### src/pdmi2s_pkg.sv
package pdmi2s_pkg;
	// ****************************************
	// Clock and rate figures
	// ****************************************
	localparam int SYS_CLK_HZ      = 20_000_000;
	localparam int MIC_CLK_HZ      = 3_072_000;
	localparam int MCLK_6M_HZ      = 6_144_000;
	localparam int MCLK_12M_HZ     = 12_288_000;
	localparam int MCLK_24M_HZ     = 24_576_000;
	localparam int BCLK_16K_HZ     = 1_024_000;
	localparam int BCLK_48K_HZ     = 3_072_000;
	localparam int BITS_PER_FRAME  = 64;
	localparam int SLOT_BITS       = 32;
	localparam int FRAME_CNT_W     = 7;
	localparam int HALF_DIV_W      = 3;

	// ****************************************
	// Master clock rate select encodings
	// ****************************************
	localparam logic [1:0] MCLK_SEL_6M  = 2'h0;
	localparam logic [1:0] MCLK_SEL_12M = 2'h1;
	localparam logic [1:0] MCLK_SEL_24M = 2'h2;

	// Master clock rising edges per half period of the microphone clock
	localparam logic [HALF_DIV_W-1:0] HALF_6M  =
		HALF_DIV_W'(MCLK_6M_HZ / MIC_CLK_HZ / 2);
	localparam logic [HALF_DIV_W-1:0] HALF_12M =
		HALF_DIV_W'(MCLK_12M_HZ / MIC_CLK_HZ / 2);
	localparam logic [HALF_DIV_W-1:0] HALF_24M =
		HALF_DIV_W'(MCLK_24M_HZ / MIC_CLK_HZ / 2);

	localparam logic [FRAME_CNT_W-1:0] FRAME_BITS =
		FRAME_CNT_W'(BITS_PER_FRAME);
endpackage : pdmi2s_pkg

### src/pdmi2s_front_end.sv
// Overview of operation
// - Sample shared mic line on both edges
// - Divide master clock to 3.072MHz mic clock
// - I2S slave: send out, receive reference
// - One host bit/word clock pair, both directions
// - Master clock 6.144, 12.288 or 24.576MHz
// - Bit clock 1.024MHz or 3.072MHz by rate
// - Word clock is bit clock over 64
// - MSB one bit clock after word edge
`timescale 1ns/100ps
module pdmi2s_front_end (
	input  wire logic        clk,
	input  wire logic        rst_b,
	input  wire logic        masterClk,
	input  wire logic [1:0]  masterClkSel,
	input  wire logic        rateSel48k,
	output logic             micClk,
	input  wire logic        micData,
	output logic             pdmLeftBit,
	output logic             pdmRightBit,
	output logic             pdmLeftValid,
	output logic             pdmRightValid,
	input  wire logic        serialAudioBitClock,
	input  wire logic        serial_audio_word_clock,
	input  wire logic        serialDataIn,
	output logic             serialDataOut,
	input  wire logic [31:0] txLeftWord,
	input  wire logic [31:0] txRightWord,
	output logic             txWordTaken,
	output logic [31:0]      rxWord,
	output logic             rxWordRight,
	output logic             rxWordValid,
	output logic             frameError
);
	// ****************************************
	// Microphone clock divider and capture
	// ****************************************
	logic                                 mclkPrev_reg, mclkPrev_next;
	logic [pdmi2s_pkg::HALF_DIV_W-1:0]    divCnt_reg, divCnt_next;
	logic                                 micClk_reg, micClk_next;
	logic                                 pdmL_reg, pdmL_next;
	logic                                 pdmR_reg, pdmR_next;
	logic                                 pdmLV_reg, pdmLV_next;
	logic                                 pdmRV_reg, pdmRV_next;
	logic [pdmi2s_pkg::HALF_DIV_W-1:0]    halfDiv;

	function automatic logic [pdmi2s_pkg::HALF_DIV_W-1:0] halfOf(
		input logic [1:0] sel);
		case (sel)
			pdmi2s_pkg::MCLK_SEL_6M:  halfOf = pdmi2s_pkg::HALF_6M;
			pdmi2s_pkg::MCLK_SEL_12M: halfOf = pdmi2s_pkg::HALF_12M;
			default:                  halfOf = pdmi2s_pkg::HALF_24M;
		endcase
	endfunction : halfOf

	always_comb begin
		halfDiv       = halfOf(masterClkSel);
		mclkPrev_next = masterClk;
		divCnt_next   = divCnt_reg;
		micClk_next   = micClk_reg;
		pdmL_next     = pdmL_reg;
		pdmR_next     = pdmR_reg;
		pdmLV_next    = 1'b0;
		pdmRV_next    = 1'b0;
		if (masterClk && !mclkPrev_reg) begin
			if (divCnt_reg + 1'b1 >= halfDiv) begin
				divCnt_next = '0;
				micClk_next = !micClk_reg;
				if (micClk_reg) begin
					// Falling edge: left mic drove since rising
					pdmL_next  = micData;
					pdmLV_next = 1'b1;
				end else begin
					// Rising edge: right mic drove since falling
					pdmR_next  = micData;
					pdmRV_next = 1'b1;
				end
			end else begin
				divCnt_next = divCnt_reg + 1'b1;
			end
		end
	end

	always_ff @(posedge clk) begin
		if (!rst_b) begin
			mclkPrev_reg <= 1'b0;
			divCnt_reg   <= '0;
			micClk_reg   <= 1'b0;
			pdmL_reg     <= 1'b0;
			pdmR_reg     <= 1'b0;
			pdmLV_reg    <= 1'b0;
			pdmRV_reg    <= 1'b0;
		end else begin
			mclkPrev_reg <= mclkPrev_next;
			divCnt_reg   <= divCnt_next;
			micClk_reg   <= micClk_next;
			pdmL_reg     <= pdmL_next;
			pdmR_reg     <= pdmR_next;
			pdmLV_reg    <= pdmLV_next;
			pdmRV_reg    <= pdmRV_next;
		end
	end

	assign micClk        = micClk_reg;
	assign pdmLeftBit    = pdmL_reg;
	assign pdmRightBit   = pdmR_reg;
	assign pdmLeftValid  = pdmLV_reg;
	assign pdmRightValid = pdmRV_reg;

	// ****************************************
	// I2S slave port
	// ****************************************
	logic                                 bclkPrev_reg, bclkPrev_next;
	logic                                 wclkLast_reg, wclkLast_next;
	logic                                 loadPend_reg, loadPend_next;
	logic [31:0]                          rxShift_reg, rxShift_next;
	logic [31:0]                          txShift_reg, txShift_next;
	logic                                 sdo_reg, sdo_next;
	logic                                 taken_reg, taken_next;
	logic [31:0]                          rxWord_reg, rxWord_next;
	logic                                 rxRight_reg, rxRight_next;
	logic                                 rxValid_reg, rxValid_next;
	logic [pdmi2s_pkg::FRAME_CNT_W-1:0]   bitCnt_reg, bitCnt_next;
	logic                                 frameErr_reg, frameErr_next;
	logic                                 bclkRise, bclkFall;

	always_comb begin
		// Both directions follow this one bit clock
		bclkRise      = serialAudioBitClock && !bclkPrev_reg;
		bclkFall      = !serialAudioBitClock && bclkPrev_reg;
		bclkPrev_next = serialAudioBitClock;
		wclkLast_next = wclkLast_reg;
		loadPend_next = loadPend_reg;
		rxShift_next  = rxShift_reg;
		txShift_next  = txShift_reg;
		sdo_next      = sdo_reg;
		taken_next    = 1'b0;
		rxWord_next   = rxWord_reg;
		rxRight_next  = rxRight_reg;
		rxValid_next  = 1'b0;
		bitCnt_next   = bitCnt_reg;
		frameErr_next = frameErr_reg;
		if (bclkRise) begin
			rxShift_next  = {rxShift_reg[30:0], serialDataIn};
			wclkLast_next = serial_audio_word_clock;
			bitCnt_next   = bitCnt_reg + 1'b1;
			if (serial_audio_word_clock != wclkLast_reg) begin
				// Bit at the word edge is the old slot's LSB
				rxWord_next   = {rxShift_reg[30:0], serialDataIn};
				rxRight_next  = wclkLast_reg;
				rxValid_next  = 1'b1;
				loadPend_next = 1'b1;
				if (serial_audio_word_clock) begin
					// Frame runs from word rise to word rise
					bitCnt_next   = '0;
					frameErr_next = (bitCnt_reg + 1'b1 !=
						pdmi2s_pkg::FRAME_BITS);
				end
			end
		end
		if (bclkFall) begin
			if (loadPend_reg) begin
				// MSB one bit clock after the word edge
				txShift_next  = wclkLast_reg ? {txRightWord[30:0], 1'b0}
					: {txLeftWord[30:0], 1'b0};
				sdo_next      = wclkLast_reg ? txRightWord[31]
					: txLeftWord[31];
				taken_next    = 1'b1;
				loadPend_next = 1'b0;
			end else begin
				sdo_next     = txShift_reg[31];
				txShift_next = {txShift_reg[30:0], 1'b0};
			end
		end
	end

	always_ff @(posedge clk) begin
		if (!rst_b) begin
			bclkPrev_reg <= 1'b0;
			wclkLast_reg <= 1'b0;
			loadPend_reg <= 1'b0;
			rxShift_reg  <= '0;
			txShift_reg  <= '0;
			sdo_reg      <= 1'b0;
			taken_reg    <= 1'b0;
			rxWord_reg   <= '0;
			rxRight_reg  <= 1'b0;
			rxValid_reg  <= 1'b0;
			bitCnt_reg   <= '0;
			frameErr_reg <= 1'b0;
		end else begin
			bclkPrev_reg <= bclkPrev_next;
			wclkLast_reg <= wclkLast_next;
			loadPend_reg <= loadPend_next;
			rxShift_reg  <= rxShift_next;
			txShift_reg  <= txShift_next;
			sdo_reg      <= sdo_next;
			taken_reg    <= taken_next;
			rxWord_reg   <= rxWord_next;
			rxRight_reg  <= rxRight_next;
			rxValid_reg  <= rxValid_next;
			bitCnt_reg   <= bitCnt_next;
			frameErr_reg <= frameErr_next;
		end
	end

	// Rate select is informative; timing follows the host clocks
	logic unusedRate;
	assign unusedRate    = rateSel48k;
	assign serialDataOut = sdo_reg;
	assign txWordTaken   = taken_reg;
	assign rxWord        = rxWord_reg;
	assign rxWordRight   = rxRight_reg;
	assign rxWordValid   = rxValid_reg;
	assign frameError    = frameErr_reg;
endmodule : pdmi2s_front_end

### config.mk
export PLATFORM = sky130hd
export DESIGN_NAME = pdmi2s_front_end
export DESIGN_NICKNAME = d
export VERILOG_FILES = /design/src/pdmi2s_pkg.sv /design/src/pdmi2s_front_end.sv
export SDC_FILE = /design/constraint.sdc
export NUM_CORES = 1
export LEC_CHECK = 0
export BUFFER_PORTS_ARGS = -buffer_cell sky130_fd_sc_hd__clkbuf_2
export CAP_MARGIN = 15
export CORE_UTILIZATION = 30
export DETAILED_ROUTE_END_ITERATION = 8
export PLACE_DENSITY_LB_ADDON = 0.12
export SETUP_SLACK_MARGIN = 0.1
export SLEW_MARGIN = 20
export SYNTH_ARGS = -nofsm -noshare
export SYNTH_HDL_FRONTEND = slang
export SYNTH_SLANG_ARGS = --single-unit
### constraint.sdc
create_clock -name clk -period 2 [get_ports clk]
set_input_delay 0.4 -clock clk [delete_from_list [all_inputs] [get_ports clk]]
set_output_delay 0.4 -clock clk [all_outputs]
set_load 0.02 [all_outputs]
==> out/qor.yml, run 1 <==
synth:
  synth.largest_area_cell: "dfxtp_1"
  synthTopCellsByArea: "dfxtp_1 45%, nand2_1 10%, mux2i_1 6.5%"
  synthDistinctLibCells: 41
  synth-seq-cells: 118
  syn_nets: 700
  syn_area_per_cell_um2: 8.49
  async_flop_share: 0
  ys_seq_area_frac: 0.449
  yosys_warnings: 0
  syn_area_um2: 5260
  netlist.area_leader.share: 0.449
  synth_edf_count: 0
  synth_cells: 620
  synthFlopType: "dfxtp_1"
detailed_routing:
  first_pass_iters: 5
  vias: 4392
  vias_per_cell: 4.60
  drt-total-wl_mm: 11.2
  first_iter_violations: 159
  routedWlPerCell_um: 11.7
  antenna_left: 0
  drc_errors: 0
worst_setup_path:
  worstSetupEndpointType: "flop"
  cp_data_arrival_time_ns: 2.14
  path_max_fanout: 4
  startpoint_type: "flop"
  timing.rr.start: "divCnt_reg[0]"
  regToRegEndpoint: "pdmRightBit"
  reg2reg_slack_ns: 0.15
  required_ns: 2.29
  worst_r2r_path_depth: 7
  worstSetupEndpoint: "pdmRightBit"
  crit_type: "flop to flop"
  timing.critical_path.from: "divCnt_reg[0]"
worst_hold_path:
  holdPathStages: 2
  hold_class: "input pin to flop"
floorplanning:
  initial_core_util: 0.305
  die_height_um: 134
  core_area_um2: 17200
  die-area_um2: 18100
  placementRows: 48
  top_level_ports: 116
  die_w_um: 134
cells_and_area:
  largest_register_ffs: 32
  fill_cells: 1783
  nNetsFinal: 798
  antennaDiodeCount: 0
  syn_to_final_growth_pct: 27.2
  utilization: 0.388
  drive_gt1_frac: 0.232
timing:
  relSlewSlack: 0.693
  hold_viol_final: 0
  timing.final.crit_share: 0.923
  fin_crit_ns: 1.85
  whs_ns: 0.235
  worst_slack_ns: 0.155
  fmax_mhz: 542
  final.setup.tns_ns: 0
  rsz0062_at_grt: "yes"
  tightest_slew_ns: 0.460
  setup_viol: 0
  fin_worst_skew_ns: 0.00513
  drv_slew: 0
clocking:
  cts-root-buf: "clkbuf_16"
  numCtsBuffers: 17
  holdBufCountCts: 0
  cts_htree_levels: 4
  path_clk_slew_ns: 0.05
  clockBufferDepth: 2
  clkLatencyLatePin_ns: 0.40
  clkSinkCount: 118
  tritoncts: "yes"
outcome:
  status: "complete, no violations"
flow_run:
  max-cap-violations: 0
global_routing:
  gr-total-overflow: 0
  grt_usage: 0.130
  grt_pass1_wl_mm: 18.5
  grt_max_degree: 123
  grt_pass1_vias: 4059
  antenna_found_initial: 0
power_and_ir_drop:
  peakVddDrop_uv: 561
  p_total_uw: 6120
  cellPowerDensity_nw_per_um2: 915
  leakage_uw: 0.00250
placed_design:
  routabilityCongestion: 0.693
  io_buffers: 114
  dp_hpwl_mm: 7.26
  place_ws_ns: 0.0467
## report_power, final
group / switching (uW) / internal (uW)
logic: 267 / 217
registers: 22.2 / 2380
clock network: 1020 / 2210
total: 1310 / 4810
## synth_stat cells, drive strengths merged (3+ instances only)
| cell | number |
|---|---|
| a211oi | 31 |
| dfxtp | 118 |
| nand4 | 3 |
| nor2b | 40 |
| o21ai | 9 |
| and3 | 3 |
| a21oi | 38 |
| buf | 26 |
| a21boi | 69 |
| ha | 6 |
| mux2i | 34 |
| nand3 | 4 |
| and2 | 3 |
| nand3b | 3 |
| nand2b | 5 |
| nand2 | 143 |
| clkbuf | 24 |
| o22ai | 3 |
| nor2 | 39 |
## layer usage
metal  wire [um]  vias up  track usage
li1            -     2304            -
met1        5430     1995        0.156
met2        5140       89        0.210
met3         532        4       0.0522
met4          74        0       0.0424
met5           0        -            0
## cells in the final DEF, fill, tap and decap left out, types with 4 or more instances in the layout
cell / n
clkbuf_2: 113
ha_1: 5
a211oi_1: 31
buf_12: 4
nor2_1: 39
nand2_1: 143
dfxtp_1: 115
a21boi_1: 33
mux2i_1: 34
nor2b_1: 38
buf_4: 9
a21boi_0: 36
o21ai_0: 7
nand3_1: 4
clkbuf_16: 17
clkbuf_8: 4
a21oi_1: 38
bufinv_16: 4
## worst min-delay path by stage
stage                   end  slack [ns]            start
6_report       mclkPrev_reg        0.23        masterClk
5_1_grt        mclkPrev_reg        0.23        masterClk
3_3_place_gp     rxWord[18]        0.44       rxWord[18]
2_1_floorplan    rxWord[31]        0.43  rxShift_reg[30]
4_1_cts        mclkPrev_reg        0.21        masterClk
3_5_place_dp      rxWord[9]        0.45        rxWord[9]
## metrics by stage
step | instance area [um2] | instances
2_1_floorplan | 5260 | 620
3_3_place_gp | 6020 | 923
3_5_place_dp | 6020 | 923
4_1_cts | 6670 | 955
5_1_grt | 6690 | 955
6_report | 6690 | 955
## cell families (layout without fill, tap and decap cells)
family | count (synthesis) | after routing | share of synthesized area
XOR/XNOR | 3 | 3 | 0.00499
AO/OA/AOI/OAI | 157 | 157 | 0.203
buffers and inverters | 52 | 162 | 0.0516
AND/OR/NAND/NOR | 250 | 250 | 0.213
flip-flops | 118 | 118 | 0.449
multiplexers | 34 | 34 | 0.0647
adder cells (fa/ha/maj) | 6 | 6 | 0.0143
## layout make-up
cell class                 count  area [um2]  area share
sequential                   118        2370       0.354
timing repair buffer         129         741       0.111
clock buffer                  23         488      0.0729
tap                          225         282      0.0421
clock inverter                 8         145      0.0217
multi-input combinational    450        2660       0.398
inverter                       2        7.51     0.00112
## critical path, stage by stage (launching register included)
cell	delay, ns
dfxtp_2	0.34
ha_4	0.17
xor2_1	0.14
ha_1	0.34
a21o_1	0.17
a31oi_4	0.06
or3_4	0.41
mux2i_1	0.12
## repair_timing
action                                  CTS  global route
setup buffers                             1             0
gates resized for setup                   1             9
pin swaps                                 1             4
endpoints found under the setup margin    3             7
Power figures use the tool's default switching activity.
==> run 2: changes to the inputs <==
--- a/config.mk
+++ b/config.mk
@@ -5,6 +5,7 @@
 export SDC_FILE = /design/constraint.sdc
 export NUM_CORES = 1
 export LEC_CHECK = 0
+export ABC_AREA = 1
 export BUFFER_PORTS_ARGS = -buffer_cell sky130_fd_sc_hd__clkbuf_2
 export CAP_MARGIN = 15
 export CORE_UTILIZATION = 30
==> run 2 against run 1 <==
Fmax increased by 2.0%. Largest cell class is now registers. Non-clock buffer count did not move. Critical path type unchanged. Final cell count up 4.1%. Global-route usage increased by 1.4 points. Sequential cell count unchanged. Wire length is 3.7% higher. Clock-buffer cell count decreased by 1. Sequential share of layout area rose by 2.9 points. Area after synthesis fell by 7.7%.
==> out/qor.yml, run 2 <==
worst_setup_path:
  timing.rr.start: "divCnt_reg[0]"
  required_ns: 2.30
  startpoint_type: "flop"
  regToRegEndpoint: "pdmRightBit"
  worst_r2r_path_depth: 9
  path_cells: "ha_1, xor2_2, ha_1, a21oi_1, nand3_1, nand2_1, inv_2, a21oi_1, nor2_1"
  worstSetupEndpointType: "flop"
  cp_data_arrival_time_ns: 2.11
  crit_type: "flop to flop"
  critical_path_buf_inv_count: 1
  reg2reg_slack_ns: 0.19
  cp_top_family: "adder cells"
  max_stage_delay_ns: 0.33
  slowest_stage: "dfxtp_1"
  path_max_fanout: 7
cells_and_area:
  nNetsFinal: 846
  final_cell_mix: "202 x nor2_1, 121 x o21ai_0, 118 x dfxtp_1, 114 x clkbuf_2, 75 x a21oi_1"
  fill_cells: 1626
  stdcell_area_um2: 6180
  final_common_cell: "nor2_1"
  syn_to_final_growth_pct: 27.2
  antennaDiodeCount: 0
  drive_gt1_frac: 0.219
  largest_register_ffs: 32
clocking:
  path_clk_slew_ns: 0.05
  clkSinkCount: 118
  cts_htree_levels: 4
  tritoncts: "yes"
  holdBufCountCts: 0
  clkLatencyLatePin_ns: 0.41
  clockBufferDepth: 2
  numCtsBuffers: 17
  cts-root-buf: "clkbuf_16"
floorplanning:
  die-area_um2: 16700
  die_height_um: 129
  initial_core_util: 0.307
  placementRows: 46
  core_area_um2: 15800
  die_w_um: 129
  top_level_ports: 116
synth:
  synth_edf_count: 0
  netlist.area_leader.share: 0.486
  syn_area_per_cell_um2: 7.34
  synthDistinctLibCells: 28
  synthTopCellsByCount: "202 x nor2_1, 121 x o21ai_0, 118 x dfxtp_1"
  syn_area_um2: 4860
  synthTopCellsByArea: "dfxtp_1 49%, nor2_1 16%, o21ai_0 12%"
  synth-seq-cells: 118
  synth.largest_area_cell: "dfxtp_1"
  syn_nets: 742
  yosys_warnings: 0
  synth_most_common_cell: "nor2_1"
  synthFlopType: "dfxtp_1"
  ys_seq_area_frac: 0.486
  async_flop_share: 0
  synth_cells: 662
global_routing:
  grt_pass1_wl_mm: 18.6
  grt_pass1_vias: 3869
  gr-total-overflow: 0
  grt_max_degree: 52
  antenna_found_initial: 0
  grt_usage: 0.144
worst_hold_path:
  hold_class: "input pin to flop"
  worstHoldStart: "masterClk"
  hold_end: "mclkPrev_reg"
  holdPathStages: 3
power_and_ir_drop:
  clkPwrFrac: 0.470
  p_seq_frac: 0.412
  p_total_uw: 6300
  intPower_uw: 4730
  pwr-share-comb: 0.118
  sw_frac_of_total: 0.250
  leakage_uw: 0.00274
  peakVddDrop_uv: 621
  cellPowerDensity_nw_per_um2: 1020
  switchingPower_uw: 1570
detailed_routing:
  vias_per_cell: 4.58
  routedWlPerCell_um: 11.7
  drc_errors: 0
  vias: 4550
  first_pass_iters: 4
  first_iter_violations: 316
  drt-total-wl_mm: 11.6
  antenna_left: 0
timing:
  hold_viol_final: 0
  fin_worst_skew_ns: 0.00698
  drv_slew: 0
  tightest_slew_ns: 0.443
  worst_slack_ns: 0.190
  setup_viol: 0
  fmax_mhz: 552
  relSlewSlack: 0.705
  timing.final.crit_share: 0.905
  rsz0062_at_grt: "no"
  whs_ns: 0.189
  fin_crit_ns: 1.81
  final.setup.tns_ns: 0
placed_design:
  dp_hpwl_mm: 7.93
  io_buffers: 114
  post_dp_cell_area_um2: 5590
  routabilityCongestion: 0.734
  place_ws_ns: 0.131
flow_run:
  max-cap-violations: 0
outcome:
  status: "complete, no violations"
[run 2: changes by cell type in the layout (fill, tap and decap cells not counted), moves of 29 or more]
cell,delta
nor2b_1,-38
a21boi_0,-36
nor2_1,+163
a211oi_1,-29
a21oi_1,+37
o21ai_0,+114
mux2i_1,-34
nand2_1,-109
a21boi_1,-33
[run 2: worst max path at each step]
stage / start / end / slack, ns / cells after the start
CTS: divCnt_reg[0] / pdmRightBit / 0.12 / 9
finish: divCnt_reg[0] / pdmRightBit / 0.19 / 9
global placement: divCnt_reg[0] / pdmRightBit / 0.22 / 9
global route: divCnt_reg[0] / pdmRightBit / 0.10 / 9
floorplan: divCnt_reg[0] / pdmRightBit / 0.37 / 9
detailed placement: divCnt_reg[0] / pdmRightBit / 0.13 / 9
[run 2: metrics by stage]
step | utilization | cells
floorplan | - | 662
global placement | 0.353 | 963
detailed placement | 0.353 | 963
CTS | 0.390 | 994
global route | 0.391 | 994
finish | 0.391 | 994
[run 2: worst min-delay path, cell delays in order]
cell and delay (ns):
clkbuf_2 0.09, nand2_1 0.04, inv_1 0.04
[run 2: power by group through the flow]
stage	Clock (uW)	Combinational [uW]	Sequential (uW)
floorplan	0	446	2700
global placement	0	736	2640
detailed placement	0	750	2640
CTS	3050	753	2600
global route	3180	844	2620
finish	2960	742	2600
[run 2: routing by layer]
layer	share of wire	vias up	global-route usage
li1	-	2396	-
met1	0.50	2074	0.185
met2	0.46	73	0.225
met3	0.034	7	0.0384
met4	0.011	0	0.0671
met5	0	-	0
[run 2: kinds of logic after synthesis]
group	Yosys count	share of synthesized area
flip-flops	118	0.486
XOR/XNOR	2	0.00361
AO/OA/AOI/OAI	211	0.223
adder cells (fa/ha/maj)	6	0.0155
buffers and inverters	70	0.0670
AND/OR/NAND/NOR	255	0.204
[run 2: repair_timing]
item | in CTS | in global routing
setup endpoints to repair | 0 | 6
gates resized for setup | 0 | 2
buffers inserted | 0 | 0
[run 2: area by class of cell]
class	instances	area, um2	share of cell area
clock buffer	22	484	0.0783
tap	216	270	0.0437
clock inverter	9	100	0.0162
multi-input combinational	474	2180	0.352
inverter	26	103	0.0166
sequential	118	2360	0.382
timing repair buffer	129	683	0.111
